`src/design/cpp_defines.svh`:
```
// Purpose: Constants of the cyclic profile command parser
// Assumes: 8-bit ASCII frames, four motors A to D
// Notes:   Included by cpp_reply_tx and cpp_parser; definitions only
//
// Function
// - Trigger commands launch on next trigger rising edge
// - After first launch, repeat without further triggers
// - Completed cyclic profile restarts until stop request
// - Position variant references current wanted position
// - Position variant overwrites curve position offset
// - Immediate command starts curve, replies hash ack CR
// - Stopped profiles finish current run, never restart
// - Stop mask bit n selects motor A+n
// - Stop frame drive letter only selects controller
// - Resolution query by id, replies 32-bit microamperes
// - Resolution reply belongs to queried controller id
// - Feed-forward gain 16-bit, 0 to 32640 accepted
`ifndef CPP_DEFINES_SVH
`define CPP_DEFINES_SVH

`define CPP_MOTORS      4
`define CPP_CH_START    8'h21
`define CPP_CH_HASH     8'h23
`define CPP_CH_CR       8'h0d
`define CPP_CH_ZERO     8'h30
`define CPP_CH_NINE     8'h39
`define CPP_CH_A        8'h41
`define CPP_CH_B        8'h42
`define CPP_CH_C        8'h43
`define CPP_CH_D        8'h44
`define CPP_CH_I        8'h49
`define CPP_CH_S        8'h53
`define CPP_CH_T        8'h54
`define CPP_CURVE_MAX   32'h0000_ffff
`define CPP_MASK_MAX    32'h0000_000f
`define CPP_GAIN_MAX    32'h0000_7f80
`define CPP_ACK_OK      32'h0000_0000
`define CPP_ACK_ERR     32'h0000_0001
`define CPP_DEC_BASE    36'h0_0000_000a
`define CPP_NUM_LIMIT   36'h0_ffff_ffff
`define CPP_DIGITS      10

`endif

```
`src/design/cpp_pkg.sv`:
```
// Purpose: Types of the cyclic profile command parser
// Assumes: One-hot state codes
// Notes:   No constants here; see cpp_defines.svh
package cpp_pkg;

    typedef enum logic [5:0] {
        P_IDLE = 6'h01,
        P_CMD1 = 6'h02,
        P_CMD2 = 6'h04,
        P_ARGS = 6'h08,
        P_EXEC = 6'h10,
        P_WAIT = 6'h20
    } cpp_pstate_type;

    typedef enum logic [6:0] {
        CMD_NONE       = 7'h01,
        CMD_START_IMM  = 7'h02,
        CMD_TRIG_START = 7'h04,
        CMD_TRIG_POS   = 7'h08,
        CMD_CS         = 7'h10,
        CMD_RES_QUERY  = 7'h20,
        CMD_FF_GAIN    = 7'h40
    } cpp_cmd_type;

    typedef enum logic [4:0] {
        T_IDLE = 5'h01,
        T_CONV = 5'h02,
        T_HASH = 5'h04,
        T_DIG  = 5'h08,
        T_TERM = 5'h10
    } cpp_tstate_type;

endpackage

```
`src/design/cpp_reply_tx.sv`:
```
// Purpose: Builds a reply frame: hash, decimal value, carriage return
// Assumes: Sink takes a byte when tx_valid and tx_ready are both high
// Notes:   One digit per cycle conversion keeps the divider small
`timescale 1ns/100ps
`include "cpp_defines.svh"

module cpp_reply_tx
(
    input  wire logic        clock,
    input  wire logic        rst_n,
    input  wire logic        send,
    input  wire logic [31:0] value,
    input  wire logic        tx_ready,
    output logic [7:0]       tx_data,
    output logic             tx_valid,
    output logic             busy
);

    cpp_pkg::cpp_tstate_type state_q;
    logic [31:0] val_q;
    logic [3:0]  dig_q [`CPP_DIGITS];
    logic [3:0]  cnt_q;
    logic        take;

    assign take = tx_valid && tx_ready;
    assign busy = (state_q != cpp_pkg::T_IDLE);

    always_ff @(posedge clock)
    begin
        if (!rst_n)
        begin
            state_q  <= cpp_pkg::T_IDLE;
            val_q    <= 32'h0000_0000;
            cnt_q    <= 4'h0;
            tx_data  <= 8'h00;
            tx_valid <= 1'b0;
            for (int i = 0; i < `CPP_DIGITS; i++)
                dig_q[i] <= 4'h0;
        end
        else
        begin
            unique case (state_q)
                cpp_pkg::T_IDLE:
                    if (send)
                    begin
                        val_q   <= value;
                        cnt_q   <= 4'h0;
                        state_q <= cpp_pkg::T_CONV;
                    end
                cpp_pkg::T_CONV:
                begin
                    // Least significant digit first; zero still gives one
                    dig_q[cnt_q] <= 4'(val_q % 32'h0000_000a);
                    val_q        <= val_q / 32'h0000_000a;
                    cnt_q        <= cnt_q + 4'h1;
                    if (val_q < 32'h0000_000a)
                    begin
                        tx_data  <= `CPP_CH_HASH;
                        tx_valid <= 1'b1;
                        state_q  <= cpp_pkg::T_HASH;
                    end
                end
                cpp_pkg::T_HASH:
                    if (take)
                    begin
                        cnt_q    <= cnt_q - 4'h1;
                        tx_data  <= `CPP_CH_ZERO + {4'h0, dig_q[cnt_q - 4'h1]};
                        state_q  <= cpp_pkg::T_DIG;
                    end
                cpp_pkg::T_DIG:
                    if (take)
                    begin
                        if (cnt_q == 4'h0)
                        begin
                            tx_data <= `CPP_CH_CR;
                            state_q <= cpp_pkg::T_TERM;
                        end
                        else
                        begin
                            cnt_q   <= cnt_q - 4'h1;
                            tx_data <= `CPP_CH_ZERO
                                       + {4'h0, dig_q[cnt_q - 4'h1]};
                        end
                    end
                cpp_pkg::T_TERM:
                    if (take)
                    begin
                        tx_valid <= 1'b0;
                        state_q  <= cpp_pkg::T_IDLE;
                    end
            endcase
        end
    end

endmodule

```
`src/design/cpp_parser.sv`:
```
// Purpose: ASCII command interpreter for cyclic profiles and FF gain
// Assumes: Host waits for each reply before sending the next frame
// Notes:   Bytes arriving while a reply is pending are dropped
`timescale 1ns/100ps
`include "cpp_defines.svh"

module cpp_parser
#(
    parameter logic [31:0] CTRL_ID  = 32'h0000_0001,
    parameter logic [31:0] CURR_RES = 32'h0000_5b8e
)
(
    input  wire logic        clock,
    input  wire logic        rst_n,
    input  wire logic [7:0]  rx_data,
    input  wire logic        rx_valid,
    input  wire logic        tx_ready,
    input  wire logic        trigger_in,
    input  wire logic [3:0]  profile_done,
    input  wire logic [63:0] wanted_pos,
    output logic [7:0]       tx_data,
    output logic             tx_valid,
    output logic [3:0]       profile_start_q,
    output logic [63:0]      profile_curve_q,
    output logic [3:0]       use_offset_q,
    output logic [63:0]      curve_pos_offset_q,
    output logic [3:0]       cyclic_active_q,
    output logic [3:0]       trigger_wait_q,
    output logic [63:0]      ff_accel_gain_q,
    output logic             frame_busy_q
);

    ////////////////////////////////////////////////////////////////////
    // Helpers

    function automatic cpp_pkg::cpp_cmd_type decode_cmd(
        input logic [7:0] c1,
        input logic [7:0] c2
    );
        decode_cmd = cpp_pkg::CMD_NONE;
        if (c1 == `CPP_CH_C && c2 == `CPP_CH_C)
            decode_cmd = cpp_pkg::CMD_START_IMM;
        else if (c1 == `CPP_CH_C && c2 == `CPP_CH_T)
            decode_cmd = cpp_pkg::CMD_TRIG_START;
        else if (c1 == `CPP_CH_C && c2 == `CPP_CH_B)
            decode_cmd = cpp_pkg::CMD_TRIG_POS;
        else if (c1 == `CPP_CH_C && c2 == `CPP_CH_S)
            decode_cmd = cpp_pkg::CMD_CS;
        else if (c1 == `CPP_CH_C && c2 == `CPP_CH_I)
            decode_cmd = cpp_pkg::CMD_RES_QUERY;
        else if (c1 == `CPP_CH_D && c2 == `CPP_CH_A)
            decode_cmd = cpp_pkg::CMD_FF_GAIN;
    endfunction

    function automatic logic is_digit(input logic [7:0] c);
        is_digit = (c >= `CPP_CH_ZERO) && (c <= `CPP_CH_NINE);
    endfunction

    function automatic logic is_drive(input logic [7:0] c);
        is_drive = (c >= `CPP_CH_A) && (c <= `CPP_CH_D);
    endfunction

    ////////////////////////////////////////////////////////////////////
    // Frame reception

    cpp_pkg::cpp_pstate_type state_q;
    cpp_pkg::cpp_cmd_type    cmd_q;
    logic [7:0]  c1_q;
    logic [31:0] num_q;
    logic        num_seen_q;
    logic        ovf_q;
    logic        drive_seen_q;
    logic        fmt_err_q;
    logic [1:0]  drive_q;
    logic [35:0] acc;
    logic        rx_take;
    logic        tx_busy;
    logic        send_q;
    logic [31:0] reply_q;

    assign rx_take = rx_valid && (state_q != cpp_pkg::P_EXEC)
                     && (state_q != cpp_pkg::P_WAIT);
    assign acc = {4'h0, num_q} * `CPP_DEC_BASE
                 + {28'h000_0000, rx_data - `CPP_CH_ZERO};

    always_ff @(posedge clock)
    begin
        if (!rst_n)
        begin
            state_q      <= cpp_pkg::P_IDLE;
            cmd_q        <= cpp_pkg::CMD_NONE;
            c1_q         <= 8'h00;
            num_q        <= 32'h0000_0000;
            num_seen_q   <= 1'b0;
            ovf_q        <= 1'b0;
            drive_seen_q <= 1'b0;
            fmt_err_q    <= 1'b0;
            drive_q      <= 2'h0;
        end
        else
        begin
            unique case (state_q)
                cpp_pkg::P_IDLE:
                    if (rx_take && rx_data == `CPP_CH_START)
                    begin
                        num_q        <= 32'h0000_0000;
                        num_seen_q   <= 1'b0;
                        ovf_q        <= 1'b0;
                        drive_seen_q <= 1'b0;
                        fmt_err_q    <= 1'b0;
                        state_q      <= cpp_pkg::P_CMD1;
                    end
                cpp_pkg::P_CMD1:
                    if (rx_take)
                    begin
                        c1_q    <= rx_data;
                        state_q <= cpp_pkg::P_CMD2;
                    end
                cpp_pkg::P_CMD2:
                    if (rx_take)
                    begin
                        cmd_q   <= decode_cmd(c1_q, rx_data);
                        state_q <= cpp_pkg::P_ARGS;
                    end
                cpp_pkg::P_ARGS:
                    if (rx_take)
                    begin
                        if (rx_data == `CPP_CH_CR)
                            state_q <= cpp_pkg::P_EXEC;
                        else if (is_digit(rx_data) && !drive_seen_q)
                        begin
                            num_seen_q <= 1'b1;
                            if (acc > `CPP_NUM_LIMIT)
                                ovf_q <= 1'b1;
                            num_q <= acc[31:0];
                        end
                        else if (is_drive(rx_data) && !drive_seen_q)
                        begin
                            drive_seen_q <= 1'b1;
                            drive_q      <= 2'(rx_data - `CPP_CH_A);
                        end
                        else
                            fmt_err_q <= 1'b1;
                    end
                cpp_pkg::P_EXEC:
                    state_q <= cpp_pkg::P_WAIT;
                cpp_pkg::P_WAIT:
                    if (!send_q && !tx_busy)
                        state_q <= cpp_pkg::P_IDLE;
            endcase
        end
    end

    always_ff @(posedge clock)
    begin
        if (!rst_n)
            frame_busy_q <= 1'b0;
        else
            frame_busy_q <= (state_q == cpp_pkg::P_CMD2 && rx_take)
                            || (state_q != cpp_pkg::P_IDLE
                                && state_q != cpp_pkg::P_CMD1
                                && !(state_q == cpp_pkg::P_WAIT
                                     && !send_q && !tx_busy));
    end

    ////////////////////////////////////////////////////////////////////
    // Command checks

    logic args_ok;
    logic drive_args_ok;
    logic exec;
    logic motion_ok;
    logic id_match;

    assign args_ok       = num_seen_q && !ovf_q && !fmt_err_q;
    assign drive_args_ok = args_ok && drive_seen_q;
    assign exec          = (state_q == cpp_pkg::P_EXEC);
    assign motion_ok     = drive_args_ok && (num_q <= `CPP_CURVE_MAX);
    assign id_match      = args_ok && !drive_seen_q
                           && (num_q == CTRL_ID);

    logic [3:0] start_now;
    logic [3:0] arm_trig;
    logic [3:0] stop_sel;

    always_comb
    begin
        start_now = 4'h0;
        arm_trig  = 4'h0;
        stop_sel  = 4'h0;
        if (exec && motion_ok && cmd_q == cpp_pkg::CMD_START_IMM)
            start_now[drive_q] = 1'b1;
        if (exec && motion_ok
            && (cmd_q == cpp_pkg::CMD_TRIG_START
                || cmd_q == cpp_pkg::CMD_TRIG_POS))
            arm_trig[drive_q] = 1'b1;
        // Drive letter only picks this controller, mask picks motors
        if (exec && drive_args_ok && cmd_q == cpp_pkg::CMD_CS
            && num_q <= `CPP_MASK_MAX)
            stop_sel = num_q[3:0];
    end

    ////////////////////////////////////////////////////////////////////
    // Replies

    always_ff @(posedge clock)
    begin
        if (!rst_n)
        begin
            send_q  <= 1'b0;
            reply_q <= `CPP_ACK_OK;
        end
        else
        begin
            send_q <= 1'b0;
            if (exec)
            begin
                unique case (cmd_q)
                    cpp_pkg::CMD_RES_QUERY:
                    begin
                        // Other controllers' ids are not ours to answer
                        send_q  <= id_match;
                        reply_q <= CURR_RES;
                    end
                    cpp_pkg::CMD_START_IMM, cpp_pkg::CMD_TRIG_START,
                    cpp_pkg::CMD_TRIG_POS:
                    begin
                        send_q  <= 1'b1;
                        reply_q <= motion_ok ? `CPP_ACK_OK : `CPP_ACK_ERR;
                    end
                    cpp_pkg::CMD_CS:
                    begin
                        send_q  <= 1'b1;
                        reply_q <= (drive_args_ok && num_q <= `CPP_MASK_MAX)
                                   ? `CPP_ACK_OK : `CPP_ACK_ERR;
                    end
                    cpp_pkg::CMD_FF_GAIN:
                    begin
                        send_q  <= 1'b1;
                        reply_q <= (drive_args_ok && num_q <= `CPP_GAIN_MAX)
                                   ? `CPP_ACK_OK : `CPP_ACK_ERR;
                    end
                    cpp_pkg::CMD_NONE:
                    begin
                        send_q  <= 1'b1;
                        reply_q <= `CPP_ACK_ERR;
                    end
                endcase
            end
        end
    end

    cpp_reply_tx u_tx
    (
        .clock    (clock),
        .rst_n    (rst_n),
        .send     (send_q),
        .value    (reply_q),
        .tx_ready (tx_ready),
        .tx_data  (tx_data),
        .tx_valid (tx_valid),
        .busy     (tx_busy)
    );

    ////////////////////////////////////////////////////////////////////
    // Cyclic profile control

    logic trig_prev_q;
    logic trig_rise;
    logic [3:0] launch;

    assign trig_rise = trigger_in && !trig_prev_q;

    always_ff @(posedge clock)
    begin
        if (!rst_n)
            trig_prev_q <= 1'b0;
        else
            trig_prev_q <= trigger_in;
    end

    always_comb
    begin
        for (int m = 0; m < `CPP_MOTORS; m++)
            launch[m] = start_now[m]
                        || (trig_rise && trigger_wait_q[m])
                        || (profile_done[m] && cyclic_active_q[m]
                            && !trigger_wait_q[m]);
    end

    always_ff @(posedge clock)
    begin
        if (!rst_n)
        begin
            cyclic_active_q <= 4'h0;
            trigger_wait_q  <= 4'h0;
            profile_start_q <= 4'h0;
        end
        else
        begin
            profile_start_q <= launch;
            for (int m = 0; m < `CPP_MOTORS; m++)
            begin
                if (start_now[m] || arm_trig[m])
                    cyclic_active_q[m] <= 1'b1;
                else if (stop_sel[m])
                    cyclic_active_q[m] <= 1'b0;
                if (arm_trig[m])
                    trigger_wait_q[m] <= 1'b1;
                else if ((trig_rise && trigger_wait_q[m]) || stop_sel[m])
                    trigger_wait_q[m] <= 1'b0;
            end
        end
    end

    always_ff @(posedge clock)
    begin
        if (!rst_n)
        begin
            profile_curve_q    <= 64'h0;
            use_offset_q       <= 4'h0;
            curve_pos_offset_q <= 64'h0;
        end
        else
        begin
            for (int m = 0; m < `CPP_MOTORS; m++)
            begin
                if (start_now[m] || arm_trig[m])
                begin
                    profile_curve_q[m*16 +: 16] <= num_q[15:0];
                    use_offset_q[m] <= (cmd_q == cpp_pkg::CMD_TRIG_POS);
                end
                // Each run of the position variant re-bases its offset
                if (launch[m] && use_offset_q[m] && !start_now[m])
                    curve_pos_offset_q[m*16 +: 16]
                        <= wanted_pos[m*16 +: 16];
            end
        end
    end

    always_ff @(posedge clock)
    begin
        if (!rst_n)
            ff_accel_gain_q <= 64'h0;
        else if (exec && cmd_q == cpp_pkg::CMD_FF_GAIN && drive_args_ok
                 && num_q <= `CPP_GAIN_MAX)
            ff_accel_gain_q[drive_q*16 +: 16] <= num_q[15:0];
    end

    ////////////////////////////////////////////////////////////////////
    // Checks

    a_trig_launch: assert property (
        @(posedge clock) disable iff (!rst_n)
        trig_rise && trigger_wait_q[3] |=> profile_start_q[3])
        else $error("armed motor D missed trigger launch");
    a_no_early: assert property (
        @(posedge clock) disable iff (!rst_n)
        trigger_wait_q[2] && !trig_rise |=> !profile_start_q[2])
        else $error("motor C launched before trigger");
    a_cyclic_restart: assert property (
        @(posedge clock) disable iff (!rst_n)
        profile_done[2] && cyclic_active_q[2] && !trigger_wait_q[2]
        |=> profile_start_q[2])
        else $error("motor C cyclic profile not restarted");
    a_repeat_notrig: assert property (
        @(posedge clock) disable iff (!rst_n)
        trig_rise && trigger_wait_q[2] && !arm_trig[2] && !stop_sel[2]
        |=> !trigger_wait_q[2] && cyclic_active_q[2])
        else $error("motor C still waits after first trigger");
    a_stop_final: assert property (
        @(posedge clock) disable iff (!rst_n)
        !cyclic_active_q[0] && !start_now[0] && !trigger_wait_q[0]
        && profile_done[0] |=> !profile_start_q[0])
        else $error("stopped motor A restarted");
    a_stop_mask: assert property (
        @(posedge clock) disable iff (!rst_n)
        stop_sel[0] && !start_now[0] && !arm_trig[0]
        |=> !cyclic_active_q[0] && !trigger_wait_q[0])
        else $error("mask bit 0 did not stop motor A");
    a_offset_load: assert property (
        @(posedge clock) disable iff (!rst_n)
        launch[3] && use_offset_q[3] && !start_now[3]
        |=> curve_pos_offset_q[63:48] == $past(wanted_pos[63:48]))
        else $error("curve position offset not updated");
    a_imm_reply: assert property (
        @(posedge clock) disable iff (!rst_n)
        exec && cmd_q == cpp_pkg::CMD_START_IMM
        |=> send_q ##2 tx_valid && tx_data == `CPP_CH_HASH)
        else $error("immediate command reply missing");
    a_res_value: assert property (
        @(posedge clock) disable iff (!rst_n)
        exec && cmd_q == cpp_pkg::CMD_RES_QUERY && id_match
        |=> send_q && reply_q == CURR_RES)
        else $error("resolution reply wrong");
    a_gain_range: assert property (
        @(posedge clock) disable iff (!rst_n)
        exec && cmd_q == cpp_pkg::CMD_FF_GAIN && num_q > `CPP_GAIN_MAX
        |=> $stable(ff_accel_gain_q))
        else $error("out of range gain stored");

endmodule

```
`config.mk`:
```
export PLATFORM = sky130hd
export DESIGN_NAME = cpp_parser
export DESIGN_NICKNAME = d
export VERILOG_FILES = /design/src/design/cpp_pkg.sv /design/src/design/cpp_reply_tx.sv /design/src/design/cpp_parser.sv
export VERILOG_INCLUDE_DIRS = /design/src /design/src/design
export SDC_FILE = /design/constraint.sdc
export NUM_CORES = 1
export LEC_CHECK = 0
export BUFFER_PORTS_ARGS = -buffer_cell sky130_fd_sc_hd__buf_2
export CORE_MARGIN = 2
export CORE_UTILIZATION = 50
export CTS_CLUSTER_SIZE = 28
export DETAILED_ROUTE_END_ITERATION = 10
export GPL_TIMING_DRIVEN = 0
export PLACE_DENSITY = 0.7
export SYNTH_ARGS = -nofsm -noshare
export SYNTH_HDL_FRONTEND = slang
export SYNTH_SLANG_ARGS = --single-unit
```
`constraint.sdc`:
```
create_clock -name clock -period 9 [get_ports clock]
set_clock_uncertainty 0.15 [all_clocks]
set_input_delay 0 -clock clock [delete_from_list [all_inputs] [get_ports clock]]
set_output_delay 0 -clock clock [all_outputs]
set_load 0.1 [all_outputs]
```
==> results.md <==
- Result of the run: finished clean
- Power density normalized to cell area: around 280 nW/um2
- Die span in y: 204.7 um
- Fraction of the yosys area taken by sequential cells: between 30% and 40%
- Placed insts: roughly 3200
- Number of antenna violations at the first check in global routing: 1
- Most prevalent standard cell on the critical path: sky130_fd_sc_hd__buf_4
- Average wire per cell in the routed design: between 15 and 20 um
- Clock H-tree levels: 2
- Standard-cell rows: between 70 and 80
- Distinct cell type count of the synthesized netlist: 101
- CP Launch Type: flip-flop
- Most common cell after layout, fill and taps aside: sky130_fd_sc_hd__nand2_1
- Max-Slew Margin vs Limit: between 10 and 15%
- Number of nets in the finished design: between 3000 and 4000
- Worst Hold Class: input port to flip-flop
- Setup crit end kind: flip-flop
- Internal power: approximately 4300 uW
- Count of pins on the block boundary: 299
- Critical path peak fanout: 10
- Final period utilization: between 90% and 100%
- X dimension of the die: 204.7 um
- Global-route wire length before repair: slightly above 100000 um
- FF+latch count, synth: 365
- Total power consumption of the routed design: between 7000 and 8000 uW
- DRC violation total after the first TritonRoute iteration: ~2000
- CORE AREA: 39730 um2
- Clock period minus final worst setup slack: between 8 and 9 ns
- Comb pwr share: ~53%
- Worst skew pair latency: 0.57 ns
- IO buf count: ~300
- Relative contribution of sequential cells to total power: about 24%
- Count of flip-flops with a built-in enable after synthesis: 64
- Final setup TNS: 0 ns
- Drt first pass iters: 6
- Area growth from synthesis to layout: 25.35%
- Clk root buf: sky130_fd_sc_hd__clkbuf_16
- Wire length reported by the detailed router: approximately 68000 um
- Synthesized area divided by synthesized cell count: 8.392 um2
- Total die area: about 42000 um2
- Max-cap violation count: 0
- All-layer global routing usage: a little under a third
- CP max stage delay: 0.49 ns
- Worst EP required: just over 9 ns
- Endpoints failing hold: 0
- Leading cell types in the layout, fill and taps excluded: sky130_fd_sc_hd__nand2_1 (341), sky130_fd_sc_hd__buf_2 (305), sky130_fd_sc_hd__dfxtp_1 (300)
- Worst hold slack: 0.07120 ns
- Netlist area before placement: around 20000 um2
- Detailed-route DRC error count: 0
- Final Instance Count excl. Fillers: about 3400
- Overflow left after global routing: 0
- Number of synthesis warnings: 0
- Clock transition at the registers of the reported paths: around 0.060 ns
- Maximum number of pins on one net before global-route repair: 14
- Slowest library cell on the worst path: sky130_fd_sc_hd__or4_1
- Sink count of the clock tree: between 300 and 400
- Number of setup violations in the final report: 0
- TritonCTS clock tree: yes
- Highest clock rate: around 110 MHz
- Number of global-route vias before repair: about 19000
- Via count: between 20000 and 25000
- Via/cell ratio: 5.942
- Arrival time at the worst endpoint: 8.92 ns
- Post-DRT Antenna Nets: 0
- Clock tree buffer depth: 3
- Async SR Flop Fraction: 0%
- Cell leakage power: around 0.010 uW
- Max Slew Vio Count: 0
- Fraction of layout cells with a size suffix above 1: a little under a fifth
- Worst slack at placement: -1.422 ns
- Proportion of power drawn by the clock network: roughly a quarter
- Total CTS buffers: 40
- Max rail drop VDD: ~0.99 mV
- HPWL Detailed: around 48000 um
- Number of instances in the synthesized netlist: between 2000 and 2500
- Dominant synthesized flop cell: sky130_fd_sc_hd__dfxtp_1
- Worst-case setup margin in the final layout: roughly 0.24 ns
- Switching pwr: ~2900 uW
- Switching power as a share of total power: 40.03%
- RePlAce Congestion: a little over 0.9
- Type of the worst setup path: flip-flop to flip-flop
- Actual slew at the worst max-slew pin: roughly 1.3 ns
- Initial cell density of the core: between 50% and 60%
[power groups by stage]
stage                     sequential [uW]  combinational [uW]  clock (uW)
after detailed placement             1760                2590           0
after global routing                 1730                4020        1750
after CTS                            1720                3070        1690
final                                1720                3760        1680
after global placement               1750                2540           0
after floorplan                      1790                1920           0
[sequential cells by signal, summed over array words and instances (netlist names), 7 cells and up]
name                flops
curve_pos_offset_q     64
ff_accel_gain_q        64
profile_curve_q        64
u_tx.val_q             13
cmd_q                   7
u_tx.dig_q             64
num_q                  32
c1_q                    8
[cells by family after synthesis]
logic type	count (synthesis)	share of synthesized area [%]
muxes	102	6.383
xor gates and xnor gates	68	2.993
AOI/OAI and AO/OA	546	17.77
other	2	0.03727
DFF	365	39.44
adders and majority gates	93	5.812
and+or+nand+nor	1014	23.41
buffers and inverters	211	4.148
[worst max-delay path: cells and delay by family (launching register included)]
| family | cells | cell delay [ns] |
|---|---|---|
| xor gates and xnor gates | 1 | 0.30 |
| DFF | 1 | 0.35 |
| buffers and inverters | 15 | 2.63 |
| AOI/OAI and AO/OA | 12 | 2.74 |
| and+or+nand+nor | 8 | 1.72 |
| muxes | 1 | 0.39 |
| adders and majority gates | 1 | 0.18 |
[synthesized netlist by cell type, types with 31 or more instances]
| cell | n | area, um2 |
|---|---|---|
| sky130_fd_sc_hd__a21oi_1 | 226 | 1131 |
| sky130_fd_sc_hd__a22oi_1 | 32 | 240.2 |
| sky130_fd_sc_hd__and3_1 | 31 | 193.9 |
| sky130_fd_sc_hd__clkbuf_1 | 135 | 506.7 |
| sky130_fd_sc_hd__dfxtp_1 | 301 | 6026 |
| sky130_fd_sc_hd__edfxtp_1 | 64 | 1922 |
| sky130_fd_sc_hd__ha_1 | 88 | 1101 |
| sky130_fd_sc_hd__inv_1 | 49 | 183.9 |
| sky130_fd_sc_hd__mux2i_1 | 79 | 790.8 |
| sky130_fd_sc_hd__nand2_1 | 342 | 1284 |
| sky130_fd_sc_hd__nand3_1 | 98 | 490.5 |
| sky130_fd_sc_hd__nor2_1 | 293 | 1100 |
| sky130_fd_sc_hd__nor3_1 | 53 | 265.3 |
| sky130_fd_sc_hd__o21ai_0 | 67 | 335.3 |
| sky130_fd_sc_hd__xnor2_1 | 55 | 481.7 |
[routing by layer]
layer  GRT usage [%]  wire length [um]  up-vias
met1           38.88             27230     9577
met4           13.02              2805        0
met3           5.616              5810      184
li1                -                 -     9523
met5               0                 0        -
met2           51.42             31740      996
[through the flow]
stage	area [um2]	utilization, %
after floorplan	20150	-
after global placement	22290	56.10
after detailed placement	22290	56.10
after CTS	24690	62.14
after global routing	25250	63.56
final	25260	63.57
[final timing paths]
path,startpoint,to,slack [ns],cells after the start
setup / recovery,u_tx.val_q[14],u_tx.dig_q[7][2],0.24,38
hold / removal,wanted_pos[52],curve_pos_offset_q[52],0.07,4
setup reg to reg,u_tx.val_q[14],u_tx.dig_q[7][2],0.24,38
hold reg to reg,ff_accel_gain_q[56],ff_accel_gain_q[56],0.30,2
[final cells by class]
class	count	area [um2]
fill	3343	14480
multi-input combinational	1828	11880
sequential	365	7949
timing repair buffer	413	2575
clock buffer	60	1219
tap	525	656.9
buffer	156	655.6
inverter	53	198.9
clock inverter	12	123.9
antenna	1	2.502
[timing repair]
| action | 4_1_cts | 5_1_grt |
|---|---|---|
| setup buffers | 12 | 24 |
| hold endpoints to repair | 114 | 0 |
| resized for setup | 31 | 69 |
| pin swaps | 5 | 19 |
| hold buffers | 81 | 0 |
| gates cloned | 1 | 1 |
| endpoints found under the setup margin | 49 | 49 |
(Power assumes the default switching activity.)
